$ cat src/verilog/ptd_pkg.sv
// Register map, field positions and reset values for the checker/delay/loopback bank.
// Assumes a 32-bit AXI4-Lite slave with one register per aligned word.
package ptd_pkg;
    // Printed offsets are register indices; byte address is four times the index
    localparam logic [11:0] IDX_CHK_STATUS  = 12'h072;
    localparam logic [11:0] IDX_CLK_DELAY   = 12'h086;
    localparam logic [11:0] IDX_SYNC_FIFO   = 12'h0e9;
    localparam logic [11:0] IDX_LOOPBACK    = 12'h0fe;
    localparam logic [11:0] IDX_CHK_MODE    = 12'h100;
    localparam logic [11:0] IDX_IRQ_STATUS  = 12'h101;
    localparam logic [11:0] IDX_IRQ_MASK    = 12'h102;
    localparam int          ADDR_W          = 14;

    localparam int BIT_LOCK      = 0;
    localparam int BIT_CLEAR     = 1;
    localparam int BIT_BYTE_OVF  = 9;
    localparam int BIT_PKT_OVF   = 10;
    localparam int TX_DLY_LSB    = 4;
    localparam int RX_DLY_LSB    = 0;

    localparam logic [3:0]  RST_TX_DELAY   = 4'h7;
    localparam logic [3:0]  RST_RX_DELAY   = 4'h7;
    localparam logic [15:0] RST_SYNC_FIFO  = 16'h9f22;
    localparam logic [15:0] RST_LOOPBACK   = 16'h0001;
    localparam logic        RST_SAT_SELECT = 1'b0;
    localparam logic [7:0]  ERR_MAX        = 8'hff;
    localparam logic [15:0] BYTE_MAX       = 16'hffff;
    localparam logic [15:0] PKT_MAX        = 16'hffff;

    // Irq status bits
    localparam int IRQ_PKT_OVF  = 0;
    localparam int IRQ_BYTE_OVF = 1;
    localparam int IRQ_ERR_SAT  = 2;
    localparam int IRQ_W        = 3;

    localparam logic [1:0] RESP_OKAY   = 2'b00;
    localparam logic [1:0] RESP_SLVERR = 2'b10;
endpackage

$ cat src/verilog/ptd_cnt_if.sv
// Counter control/status bundle between the register bank and checker counters.
// Assumes one clock domain shared by both ends.
`timescale 1ns/1ps
`default_nettype none
interface ptd_cnt_if;
    logic        lock;       // Capture counters
    logic        clear;      // Capture then clear counters
    logic        saturate;   // Error and byte counters stop at maximum
    logic [7:0]  err_snap;   // Captured error-byte count
    logic [15:0] byte_snap;  // Captured received-byte count
    logic        pkt_ovf;    // Packet counter overflowed
    logic        byte_ovf;   // Byte counter overflowed
    logic        err_full;   // Error counter reached maximum (event pulse)
    modport bank (output lock, clear, saturate,
                  input err_snap, byte_snap, pkt_ovf, byte_ovf, err_full);
    modport cnt  (input lock, clear, saturate,
                  output err_snap, byte_snap, pkt_ovf, byte_ovf, err_full);
endinterface
`default_nettype wire

$ cat src/verilog/ptd_regs.sv
// Top: checker status, RGMII delay, sync FIFO and loopback registers over AXI4-Lite.
// Assumes checker event pulses and delay line consumers share aclk.
`timescale 1ns/1ps
`default_nettype none
// How it works
// - Packet overflow flag at bit 10 sticks until counters are cleared.
// - Byte overflow flag at bit 9 clears only by writing one to bit 1.
// - Bits 7:0 show the captured count of erroneous received bytes.
// - Writing bit 0 or bit 1 freezes the error count shown.
// - With saturate select zero, error count stops at 0xff.
// - Writing bit 0 issues a lock strobe capturing counters without clearing.
// - Writing bit 1 captures counters then clears them and both flags.
// - Transmit clock delay from bits 7:4, (code+1) quarter ns, reset 0111.
// - Receive clock delay from bits 3:0, same steps, reset 0111.
// - Upper byte of delay register ignores writes and reads zero.
// - With saturate select zero, received-byte count stops at 0xffff.
module ptd_regs
    import ptd_pkg::*;
(
    input  wire logic              aclk,             // Clock, 40 MHz
    input  wire logic              aresetn,          // Sync reset, low active
    input  wire logic              ce,               // Clock enable, freezes all state
    input  wire logic [ADDR_W-1:0] s_axil_awaddr,    // Write address
    input  wire logic              s_axil_awvalid,   // Write address valid
    output logic                   s_axil_awready,   // Write address ready
    input  wire logic [31:0]       s_axil_wdata,     // Write data
    input  wire logic [3:0]        s_axil_wstrb,     // Write byte strobes
    input  wire logic              s_axil_wvalid,    // Write data valid
    output logic                   s_axil_wready,    // Write data ready
    output logic [1:0]             s_axil_bresp,     // Write response
    output logic                   s_axil_bvalid,    // Write response valid
    input  wire logic              s_axil_bready,    // Write response ready
    input  wire logic [ADDR_W-1:0] s_axil_araddr,    // Read address
    input  wire logic              s_axil_arvalid,   // Read address valid
    output logic                   s_axil_arready,   // Read address ready
    output logic [31:0]            s_axil_rdata,     // Read data
    output logic [1:0]             s_axil_rresp,     // Read response
    output logic                   s_axil_rvalid,    // Read data valid
    input  wire logic              s_axil_rready,    // Read data ready
    input  wire logic              chk_byte_seen,    // Checker byte received
    input  wire logic              chk_byte_bad,     // Checker byte in error
    input  wire logic              chk_pkt_seen,     // Checker packet received
    output logic [3:0]             tx_delay_code,    // Transmit clock delay code
    output logic [3:0]             rx_delay_code,    // Receive clock delay code
    output logic [15:0]            sync_fifo_value,  // Sync FIFO setting
    output logic [15:0]            loopback_value,   // Loopback configuration
    output logic [15:0]            checker_received_bytes, // Captured byte count
    output logic                   irq               // Level interrupt
);
    ptd_cnt_if cif ();

    logic              wr_en;
    logic [11:0]       wr_idx;
    logic [31:0]       wr_data;
    logic [3:0]        wr_strb;
    logic [11:0]       rd_idx;
    logic [31:0]       rd_val;
    logic [3:0]        tx_dly_q;
    logic [3:0]        rx_dly_q;
    logic [15:0]       sync_q;
    logic [15:0]       loop_q;
    logic              sat_sel_q;
    logic [IRQ_W-1:0]  irq_sts_q;
    logic [IRQ_W-1:0]  irq_mask_q;
    logic              pkt_ovf_d1_q;
    logic              byte_ovf_d1_q;

    function automatic logic is_mapped(input logic [11:0] idx);
        is_mapped = (idx == IDX_CHK_STATUS) || (idx == IDX_CLK_DELAY) ||
                    (idx == IDX_SYNC_FIFO)  || (idx == IDX_LOOPBACK)  ||
                    (idx == IDX_CHK_MODE)   || (idx == IDX_IRQ_STATUS) ||
                    (idx == IDX_IRQ_MASK);
    endfunction

    ptd_axil_slave u_bus (
        .aclk    (aclk),
        .aresetn (aresetn),
        .ce      (ce),
        .awaddr  (s_axil_awaddr),
        .awvalid (s_axil_awvalid),
        .awready (s_axil_awready),
        .wdata   (s_axil_wdata),
        .wstrb   (s_axil_wstrb),
        .wvalid  (s_axil_wvalid),
        .wready  (s_axil_wready),
        .bresp   (s_axil_bresp),
        .bvalid  (s_axil_bvalid),
        .bready  (s_axil_bready),
        .araddr  (s_axil_araddr),
        .arvalid (s_axil_arvalid),
        .arready (s_axil_arready),
        .rdata   (s_axil_rdata),
        .rresp   (s_axil_rresp),
        .rvalid  (s_axil_rvalid),
        .rready  (s_axil_rready),
        .wr_en   (wr_en),
        .wr_idx  (wr_idx),
        .wr_data (wr_data),
        .wr_strb (wr_strb),
        .wr_ok   (is_mapped(wr_idx)),
        .rd_en   (),
        .rd_idx  (rd_idx),
        .rd_val  (rd_val),
        .rd_ok   (is_mapped(rd_idx))
    );

    ptd_counters u_cnt (
        .aclk      (aclk),
        .aresetn   (aresetn),
        .ce        (ce),
        .byte_seen (chk_byte_seen),
        .byte_bad  (chk_byte_bad),
        .pkt_seen  (chk_pkt_seen),
        .cif       (cif)
    );

    // Decoded strobed writes; low byte lane carries every writable field except the upper bytes of sync FIFO and loopback
    wire wr_lo     = wr_en && wr_strb[0];
    wire wr_hi     = wr_en && wr_strb[1];
    wire wr_status = wr_lo && (wr_idx == IDX_CHK_STATUS);
    wire wr_delay  = wr_lo && (wr_idx == IDX_CLK_DELAY);
    wire wr_sync   = wr_en && (wr_idx == IDX_SYNC_FIFO);
    wire wr_loop   = wr_en && (wr_idx == IDX_LOOPBACK);
    wire wr_mode   = wr_lo && (wr_idx == IDX_CHK_MODE);
    wire wr_isc    = wr_lo && (wr_idx == IDX_IRQ_STATUS);
    wire wr_imask  = wr_lo && (wr_idx == IDX_IRQ_MASK);

    // Writing either strobe bit captures; bit 1 also clears
    assign cif.lock     = ce && wr_status && wr_data[BIT_LOCK];
    assign cif.clear    = ce && wr_status && wr_data[BIT_CLEAR];
    assign cif.saturate = !sat_sel_q;

    // Overflow rising edges and error-count saturation hits become interrupt events
    wire [IRQ_W-1:0] irq_evt;
    assign irq_evt[IRQ_PKT_OVF]  = cif.pkt_ovf && !pkt_ovf_d1_q;
    assign irq_evt[IRQ_BYTE_OVF] = cif.byte_ovf && !byte_ovf_d1_q;
    assign irq_evt[IRQ_ERR_SAT]  = cif.err_full && cif.saturate;

    wire [IRQ_W-1:0] irq_clr = wr_isc ? wr_data[IRQ_W-1:0] : '0;

    always_ff @(posedge aclk) begin
        if (!aresetn) begin
            tx_dly_q      <= RST_TX_DELAY;
            rx_dly_q      <= RST_RX_DELAY;
            sync_q        <= RST_SYNC_FIFO;
            loop_q        <= RST_LOOPBACK;
            sat_sel_q     <= RST_SAT_SELECT;
            irq_sts_q     <= '0;
            irq_mask_q    <= '0;
            pkt_ovf_d1_q  <= 1'b0;
            byte_ovf_d1_q <= 1'b0;
        end else if (ce) begin
            if (wr_delay) begin
                // Upper byte of the write is dropped
                tx_dly_q <= wr_data[TX_DLY_LSB +: 4];
                rx_dly_q <= wr_data[RX_DLY_LSB +: 4];
            end
            if (wr_sync && wr_strb[0])
                sync_q[7:0] <= wr_data[7:0];
            if (wr_sync && wr_hi)
                sync_q[15:8] <= wr_data[15:8];
            // Takes effect only after a device soft reset elsewhere
            if (wr_loop && wr_strb[0])
                loop_q[7:0] <= wr_data[7:0];
            if (wr_loop && wr_hi)
                loop_q[15:8] <= wr_data[15:8];
            if (wr_mode)
                sat_sel_q <= wr_data[0];
            if (wr_imask)
                irq_mask_q <= wr_data[IRQ_W-1:0];
            // Set wins over a same-cycle clear
            irq_sts_q     <= (irq_sts_q & ~irq_clr) | irq_evt;
            pkt_ovf_d1_q  <= cif.pkt_ovf;
            byte_ovf_d1_q <= cif.byte_ovf;
        end
    end

    // Read mux
    wire [31:0] rd_status = {21'h0, cif.pkt_ovf, cif.byte_ovf, 1'b0,
                             cif.err_snap};
    wire [31:0] rd_delay  = {24'h0, tx_dly_q, rx_dly_q};

    always_comb begin
        rd_val = 32'h0000_0000;
        unique case (rd_idx)
            IDX_CHK_STATUS: rd_val = rd_status;
            IDX_CLK_DELAY:  rd_val = rd_delay;
            IDX_SYNC_FIFO:  rd_val = {16'h0, sync_q};
            IDX_LOOPBACK:   rd_val = {16'h0, loop_q};
            IDX_CHK_MODE:   rd_val = {31'h0, sat_sel_q};
            IDX_IRQ_STATUS: rd_val = {{(32-IRQ_W){1'b0}}, irq_sts_q};
            IDX_IRQ_MASK:   rd_val = {{(32-IRQ_W){1'b0}}, irq_mask_q};
            default:        rd_val = 32'h0000_0000;
        endcase
    end

    assign tx_delay_code          = tx_dly_q;
    assign rx_delay_code          = rx_dly_q;
    assign sync_fifo_value        = sync_q;
    assign loopback_value         = loop_q;
    assign checker_received_bytes = cif.byte_snap;
    assign irq                    = |(irq_sts_q & irq_mask_q);
endmodule
`default_nettype wire

$ cat src/verilog/ptd_counters.sv
// Checker counters with lock and clear strobes and sticky overflow flags.
// Assumes byte/error/packet event pulses are synchronous to aclk.
`timescale 1ns/1ps
`default_nettype none
module ptd_counters
    import ptd_pkg::*;
(
    input  wire logic aclk,        // Clock
    input  wire logic aresetn,     // Sync reset, low active
    input  wire logic ce,          // Clock enable
    input  wire logic byte_seen,   // Checker received a byte
    input  wire logic byte_bad,    // That byte was in error
    input  wire logic pkt_seen,    // Checker received a packet
    ptd_cnt_if.cnt    cif          // Control and snapshots
);
    logic [7:0]  err_q;
    logic [15:0] byte_q;
    logic [15:0] pkt_q;
    logic        pkt_ovf_q;
    logic        byte_ovf_q;
    logic [7:0]  err_snap_q;
    logic [15:0] byte_snap_q;

    wire err_at_max  = (err_q == ERR_MAX);
    wire byte_at_max = (byte_q == BYTE_MAX);
    wire pkt_at_max  = (pkt_q == PKT_MAX);
    wire err_inc     = byte_seen && byte_bad && !(cif.saturate && err_at_max);
    wire byte_inc    = byte_seen && !(cif.saturate && byte_at_max);
    wire capture     = cif.lock || cif.clear;

    always_ff @(posedge aclk) begin
        if (!aresetn) begin
            err_q       <= 8'h00;
            byte_q      <= 16'h0000;
            pkt_q       <= 16'h0000;
            pkt_ovf_q   <= 1'b0;
            byte_ovf_q  <= 1'b0;
            err_snap_q  <= 8'h00;
            byte_snap_q <= 16'h0000;
        end else if (ce) begin
            if (capture) begin
                err_snap_q  <= err_q;
                byte_snap_q <= byte_q;
            end
            if (cif.clear) begin
                // Clear takes priority over a same-cycle count
                err_q      <= 8'h00;
                byte_q     <= 16'h0000;
                pkt_q      <= 16'h0000;
                pkt_ovf_q  <= 1'b0;
                byte_ovf_q <= 1'b0;
            end else begin
                if (err_inc)
                    err_q <= err_q + 8'h01;
                if (byte_inc)
                    byte_q <= byte_q + 16'h0001;
                if (pkt_seen)
                    pkt_q <= pkt_q + 16'h0001;
                if (pkt_seen && pkt_at_max)
                    pkt_ovf_q <= 1'b1;
                if (byte_inc && byte_at_max)
                    byte_ovf_q <= 1'b1;
            end
        end
    end

    assign cif.err_snap  = err_snap_q;
    assign cif.byte_snap = byte_snap_q;
    assign cif.pkt_ovf   = pkt_ovf_q;
    assign cif.byte_ovf  = byte_ovf_q;
    assign cif.err_full  = byte_seen && byte_bad && err_at_max && !cif.clear;
endmodule
`default_nettype wire

$ cat src/verilog/ptd_axil_slave.sv
// AXI4-Lite handshake front end: one write and one read in flight.
// Assumes the master holds valid and payload until accepted.
`timescale 1ns/1ps
`default_nettype none
module ptd_axil_slave
    import ptd_pkg::*;
(
    input  wire logic              aclk,      // Clock
    input  wire logic              aresetn,   // Sync reset, low active
    input  wire logic              ce,        // Clock enable
    input  wire logic [ADDR_W-1:0] awaddr,    // Write address
    input  wire logic              awvalid,   // Write address valid
    output logic                   awready,   // Write address ready
    input  wire logic [31:0]       wdata,     // Write data
    input  wire logic [3:0]        wstrb,     // Byte strobes
    input  wire logic              wvalid,    // Write data valid
    output logic                   wready,    // Write data ready
    output logic [1:0]             bresp,     // Write response
    output logic                   bvalid,    // Write response valid
    input  wire logic              bready,    // Write response ready
    input  wire logic [ADDR_W-1:0] araddr,    // Read address
    input  wire logic              arvalid,   // Read address valid
    output logic                   arready,   // Read address ready
    output logic [31:0]            rdata,     // Read data
    output logic [1:0]             rresp,     // Read response
    output logic                   rvalid,    // Read data valid
    input  wire logic              rready,    // Read data ready
    output logic                   wr_en,     // One-cycle register write
    output logic [11:0]            wr_idx,    // Register index written
    output logic [31:0]            wr_data,   // Data written
    output logic [3:0]             wr_strb,   // Strobes written
    input  wire logic              wr_ok,     // Write index is mapped
    output logic                   rd_en,     // One-cycle register read
    output logic [11:0]            rd_idx,    // Register index read
    input  wire logic [31:0]       rd_val,    // Read value, same cycle
    input  wire logic              rd_ok      // Read index is mapped
);
    logic              aw_have_q;
    logic              w_have_q;
    logic [ADDR_W-1:0] aw_q;
    logic [31:0]       w_q;
    logic [3:0]        s_q;
    logic              bvalid_q;
    logic [1:0]        bresp_q;
    logic              rvalid_q;
    logic [31:0]       rdata_q;
    logic [1:0]        rresp_q;

    wire aw_take = ce && awvalid && awready;
    wire w_take  = ce && wvalid && wready;
    wire ar_take = ce && arvalid && arready;

    assign awready = !aw_have_q && !bvalid_q;
    assign wready  = !w_have_q && !bvalid_q;
    assign arready = !rvalid_q;
    assign wr_en   = ce && aw_have_q && w_have_q && !bvalid_q;
    assign wr_idx  = aw_q[ADDR_W-1:2];
    assign wr_data = w_q;
    assign wr_strb = s_q;
    assign rd_en   = ar_take;
    assign rd_idx  = araddr[ADDR_W-1:2];
    assign bvalid  = bvalid_q;
    assign bresp   = bresp_q;
    assign rvalid  = rvalid_q;
    assign rdata   = rdata_q;
    assign rresp   = rresp_q;

    always_ff @(posedge aclk) begin
        if (!aresetn) begin
            aw_have_q <= 1'b0;
            w_have_q  <= 1'b0;
            aw_q      <= '0;
            w_q       <= 32'h0000_0000;
            s_q       <= 4'h0;
            bvalid_q  <= 1'b0;
            bresp_q   <= RESP_OKAY;
            rvalid_q  <= 1'b0;
            rdata_q   <= 32'h0000_0000;
            rresp_q   <= RESP_OKAY;
        end else if (ce) begin
            if (aw_take) begin
                aw_have_q <= 1'b1;
                aw_q      <= awaddr;
            end
            if (w_take) begin
                w_have_q <= 1'b1;
                w_q      <= wdata;
                s_q      <= wstrb;
            end
            if (wr_en) begin
                aw_have_q <= 1'b0;
                w_have_q  <= 1'b0;
                bvalid_q  <= 1'b1;
                bresp_q   <= wr_ok ? RESP_OKAY : RESP_SLVERR;
            end else if (bvalid_q && bready) begin
                bvalid_q <= 1'b0;
            end
            if (ar_take) begin
                rvalid_q <= 1'b1;
                rdata_q  <= rd_ok ? rd_val : 32'h0000_0000;
                rresp_q  <= rd_ok ? RESP_OKAY : RESP_SLVERR;
            end else if (rvalid_q && rready) begin
                rvalid_q <= 1'b0;
            end
        end
    end
endmodule
`default_nettype wire

$ cat config.mk
export PLATFORM = sky130hd
export DESIGN_NAME = ptd_regs
export DESIGN_NICKNAME = d
export VERILOG_FILES = /design/src/verilog/ptd_pkg.sv /design/src/verilog/ptd_cnt_if.sv /design/src/verilog/ptd_regs.sv /design/src/verilog/ptd_counters.sv /design/src/verilog/ptd_axil_slave.sv
export SDC_FILE = /design/constraint.sdc
export NUM_CORES = 1
export LEC_CHECK = 0
export ABC_CLOCK_PERIOD_IN_PS = 2400
export BUFFER_PORTS_ARGS = -buffer_cell sky130_fd_sc_hd__buf_2
export CAP_MARGIN = 20
export CORE_UTILIZATION = 54
export DETAILED_ROUTE_END_ITERATION = 12
export GPL_ROUTABILITY_DRIVEN = 0
export PLACE_DENSITY_LB_ADDON = 0.12
export REMOVE_ABC_BUFFERS = 1
export SYNTH_ARGS = -nofsm -noshare
export SYNTH_HDL_FRONTEND = slang
export SYNTH_SLANG_ARGS = --single-unit
export TNS_END_PERCENT = 20
$ cat constraint.sdc
create_clock -name aclk -period 2.4 [get_ports aclk]
set_input_delay 0.24 -clock aclk [delete_from_list [all_inputs] [get_ports aclk]]
set_output_delay 0.24 -clock aclk [all_outputs]
set_load 0.01 [all_outputs]
==> qor.txt <==
==============================================================================
Least setup slack across all paths after layout                         340 ps
Worst-skew pair later-pin latency                                       430 ps
Number of H-tree branching levels                                            4
Count of port buffers added during placement                               132
TritonCTS clock tree                                                       yes
Number of design rule violations left after detail routing                   0
Clk buf depth                                                                2
Standby leakage power                                                  3.38 nW
Number of DRC markers in iteration 0                                       491
Remaining antenna violation count                                            0
Top cell type by total area after synthesis                       sky130_fd_sc_hd__dfxtp_1
Number of global-route vias before repair                                 5976
Dominant synthesized flop cell                                    sky130_fd_sc_hd__dfxtp_1
Synth top area cells                                              sky130_fd_sc_hd__dfxtp_1, sky130_fd_sc_hd__nand2_1, sky130_fd_sc_hd__a21boi_0, sky130_fd_sc_hd__mux2i_1, sky130_fd_sc_hd__nor2_1
Root cell of the clock tree                                       sky130_fd_sc_hd__clkbuf_16
Total overflow reported by the global router                                 0
Launching element type of the critical path                          flip-flop
Pins over their slew limit                                                   0
Count of cells along the worst register-to-register path                     5
Number of cells traversed by the worst hold path                             3
Clock-pin transition on the worst setup and hold timing paths            60 ps
Path category of the worst min-delay check                        input port to flip-flop
Destination of the worst register-to-register timing path         u_cnt.pkt_q[11]
Syn-to-layout area delta                                                 18.3%
Post-CTS Hold Buffers                                                        0
Clock sinks                                                                167
Relative slew slack                                                      0.543
Category of the most critical setup path                          flip-flop to flip-flop
Total Routed Length                                                   18600 um
Maximum clock frequency                                                486 MHz
Chip Width                                                              120 um
Cell area after synthesis                                             7530 um2
DR vias                                                                   6449
Antenna violations before repair                                             0
Final sum of negative setup slack                                         0 ps
Share of layout cells above drive strength 1                             0.223
Crit end category                                                    flip-flop
Number of synthesis warnings                                                 0
Num CTS Buffers                                                             17
Unrepaired setup endpoints after global routing                          false
Largest clock skew in the final design                                 12.3 ps
I/O pin count                                                              173
Flop2flop setup slack                                                   340 ps
Number of register bits inferred by synthesis                              167
Area of the placeable core                                           13400 um2
Die outline area                                                     14400 um2
Tightest hold margin                                                   53.6 ps
Number of detailed-route iterations in the first pass                        5
Worst Max-Slew Pin Slew                                                 683 ps
Final Hold Fails                                                             0
Count of flip-flops with a built-in enable after synthesis                   0
Global-route usage over all layers                                       0.264
Detail-routed via count per cell                                          5.53
Critical Path Fanout Max                                                    26
Initial cell density of the core                                         0.562
Share of synthesized registers carrying an async set or reset                0
Count of cells resized by post-cts repair                                    0
Power density over the cells                                        682 nW/um2
Crit. Startpoint                                                  u_bus.aw_q[11]
Net count reported at finish                                              1057
Per-instance average area after synthesis                             8.80 um2
Source of the worst register-to-register timing path              u_bus.aw_q[11]
Fraction of the yosys area taken by sequential cells                     0.444
Final cell count without fillers                                          1166
Min cycle time layout                                                  2060 ps
Status                                                            complete, no violations
Area share of the largest cell type after synthesis                      0.444
Final number of setup-violating endpoints                                    0
Mapped Cells                                                               855
Maximum number of pins on one net before global-route repair                44
Final HPWL from detailed placement                                    12800 um
Max_cap viols                                                                0
Maximum vdd drop                                                    0.000603 V
Worst endpoint data arrival time                                       2420 ps
Number of placed instances with taps included                             1136
Endpoint of the most critical setup path                          u_cnt.pkt_q[11]
First-pass GRT wire length                                            29900 um
Per-cell routed wire length                                            15.9 um
Pre-CTS worst setup slack                                               330 ps
Overall power after layout                                             6.07 mW
Number of diodes added for antenna fixing                                    0
FP Rows                                                                     42
Chip height                                                             120 um
CP Data Required Time                                                  2760 ps
Share of the clock period used by the worst path                         0.858
Number of different library cells in the post-synthesis netlist             68
Postcts setup bufs                                                           0
==============================================================================
[stage by stage]
step / cell area, um2 / util
2_1_floorplan: 7230 / -
3_3_place_gp: 8300 / 0.619
3_5_place_dp: 8300 / 0.619
6_report: 8900 / 0.665
4_1_cts: 8900 / 0.665
5_1_grt: 8900 / 0.665
[worst max-delay path, stage by stage (launching register included)]
cell                       delay (ps)
sky130_fd_sc_hd__dfxtp_1          320
sky130_fd_sc_hd__nor3_2           370
sky130_fd_sc_hd__and4_1           450
sky130_fd_sc_hd__a21boi_4         210
sky130_fd_sc_hd__or4_1            500
sky130_fd_sc_hd__a21oi_1          150
[area by class of cell]
class,count,area [um2]
clock buffers,21,480
clock inverters,9,124
fillers,1155,4500
inverters,5,18.8
multi-input cells,637,3880
flip-flops and latches,167,3340
well taps,176,220
repair buffers,151,841
[registers in the layout, summed over array words and instances (netlist names), 2 cells and up]
signal / cells
irq_mask_q: 3
irq_sts_q: 3
loopback_value: 16
rx_delay_code: 4
sync_fifo_value: 16
tx_delay_code: 4
u_bus.aw_q: 12
u_bus.rdata: 16
u_bus.wr_data: 16
u_bus.wr_strb: 2
u_cnt.byte_q: 16
u_cnt.cif.byte_snap: 16
u_cnt.cif.err_snap: 8
u_cnt.err_q: 8
u_cnt.pkt_q: 16
[power by group]
part / internal, mW / switching [mW] / total, mW / leakage (nW)
Clock: 1.73 / 1.10 / 2.83 / 0.304
Sequential: 2.82 / 0.0465 / 2.87 / 1.35
Combinational: 0.155 / 0.219 / 0.374 / 1.72
Total: 4.71 / 1.36 / 6.07 / 3.38
[how the worst min path moves through the flow]
| stage | startpoint | end | slack (ps) |
|---|---|---|---|
| 6_report | s_axil_awaddr[7] | u_bus.aw_q[7] | 50 |
| 5_1_grt | s_axil_wdata[3] | u_bus.wr_data[3] | 50 |
| 4_1_cts | s_axil_wdata[12] | u_bus.wr_data[12] | 50 |
| 3_5_place_dp | u_cnt.cif.byte_snap[15] | u_cnt.cif.byte_snap[15] | 450 |
| 3_3_place_gp | u_cnt.cif.byte_snap[1] | u_cnt.cif.byte_snap[1] | 440 |
| 2_1_floorplan | aresetn | rx_delay_code[0] | 300 |
[cell usage after synthesis, types with 3 or more instances]
master,count
sky130_fd_sc_hd__a21boi_0,68
sky130_fd_sc_hd__nor2b_1,23
sky130_fd_sc_hd__buf_2,7
sky130_fd_sc_hd__mux2i_1,31
sky130_fd_sc_hd__nand3_1,24
sky130_fd_sc_hd__o31ai_1,3
sky130_fd_sc_hd__o21ai_0,17
sky130_fd_sc_hd__nor4_4,3
sky130_fd_sc_hd__a22oi_1,5
sky130_fd_sc_hd__buf_4,21
sky130_fd_sc_hd__nor3b_1,8
sky130_fd_sc_hd__nor4_1,4
sky130_fd_sc_hd__xnor2_1,19
sky130_fd_sc_hd__a21boi_1,3
sky130_fd_sc_hd__a221o_2,5
sky130_fd_sc_hd__inv_1,5
sky130_fd_sc_hd__ha_1,3
sky130_fd_sc_hd__and2_1,5
sky130_fd_sc_hd__buf_6,3
sky130_fd_sc_hd__o22ai_1,4
sky130_fd_sc_hd__nor2_2,3
sky130_fd_sc_hd__or3_1,15
sky130_fd_sc_hd__nor3_2,9
sky130_fd_sc_hd__clkbuf_1,30
sky130_fd_sc_hd__nor2_1,52
sky130_fd_sc_hd__nand4_1,14
sky130_fd_sc_hd__nor4b_1,4
sky130_fd_sc_hd__and3b_1,3
sky130_fd_sc_hd__and3_1,9
sky130_fd_sc_hd__nor3_1,13
sky130_fd_sc_hd__nand2_1,187
sky130_fd_sc_hd__xor2_1,3
sky130_fd_sc_hd__a21oi_1,26
sky130_fd_sc_hd__a221oi_1,14
sky130_fd_sc_hd__or4_1,4
sky130_fd_sc_hd__dfxtp_1,167
[routing by layer]
layer,track usage,up-vias,share of wire,routed length [um]
met1,0.345,3018,0.46,8630
met5,0,-,0,0
met4,0.0789,0,0.015,280
met3,0.0604,23,0.052,969
met2,0.434,187,0.47,8710
li1,-,3221,-,-
[logic make-up after synthesis]
family	synth area share
XOR/XNOR	0.0256
flip-flops	0.444
other	0.000498
adder cells (fa/ha/maj)	0.00499
AO/OA/AOI/OAI	0.154
AND/OR/NAND/NOR	0.279
multiplexers	0.0412
buffers and inverters	0.0500
[placed cells by master, fill, tap and decap left out, types with 4 or more instances in the layout]
master                        n
sky130_fd_sc_hd__a221o_2      5
sky130_fd_sc_hd__a21boi_0    68
sky130_fd_sc_hd__nor2b_1     23
sky130_fd_sc_hd__conb_1      18
sky130_fd_sc_hd__o22ai_1      4
sky130_fd_sc_hd__a21oi_1     26
sky130_fd_sc_hd__clkbuf_16   17
sky130_fd_sc_hd__o21ai_0     17
sky130_fd_sc_hd__dfxtp_1    167
sky130_fd_sc_hd__nand3_1     24
sky130_fd_sc_hd__nand4_1     14
sky130_fd_sc_hd__a221oi_1    14
sky130_fd_sc_hd__buf_2      132
sky130_fd_sc_hd__nor4b_1      4
sky130_fd_sc_hd__inv_1        5
sky130_fd_sc_hd__clkinv_2     5
sky130_fd_sc_hd__nand2_1    187
sky130_fd_sc_hd__nor3b_1      8
sky130_fd_sc_hd__nor4_1       4
sky130_fd_sc_hd__or3_1       15
sky130_fd_sc_hd__nor3_1      13
sky130_fd_sc_hd__or4_1        4
sky130_fd_sc_hd__and3_1       9
sky130_fd_sc_hd__clkbuf_8     4
sky130_fd_sc_hd__xnor2_1     19
sky130_fd_sc_hd__buf_4       16
sky130_fd_sc_hd__a22oi_1      5
sky130_fd_sc_hd__nor2_1      52
sky130_fd_sc_hd__and2_1       5
sky130_fd_sc_hd__nor3_2       9
sky130_fd_sc_hd__mux2i_1     31
(Power assumes the default switching activity.)
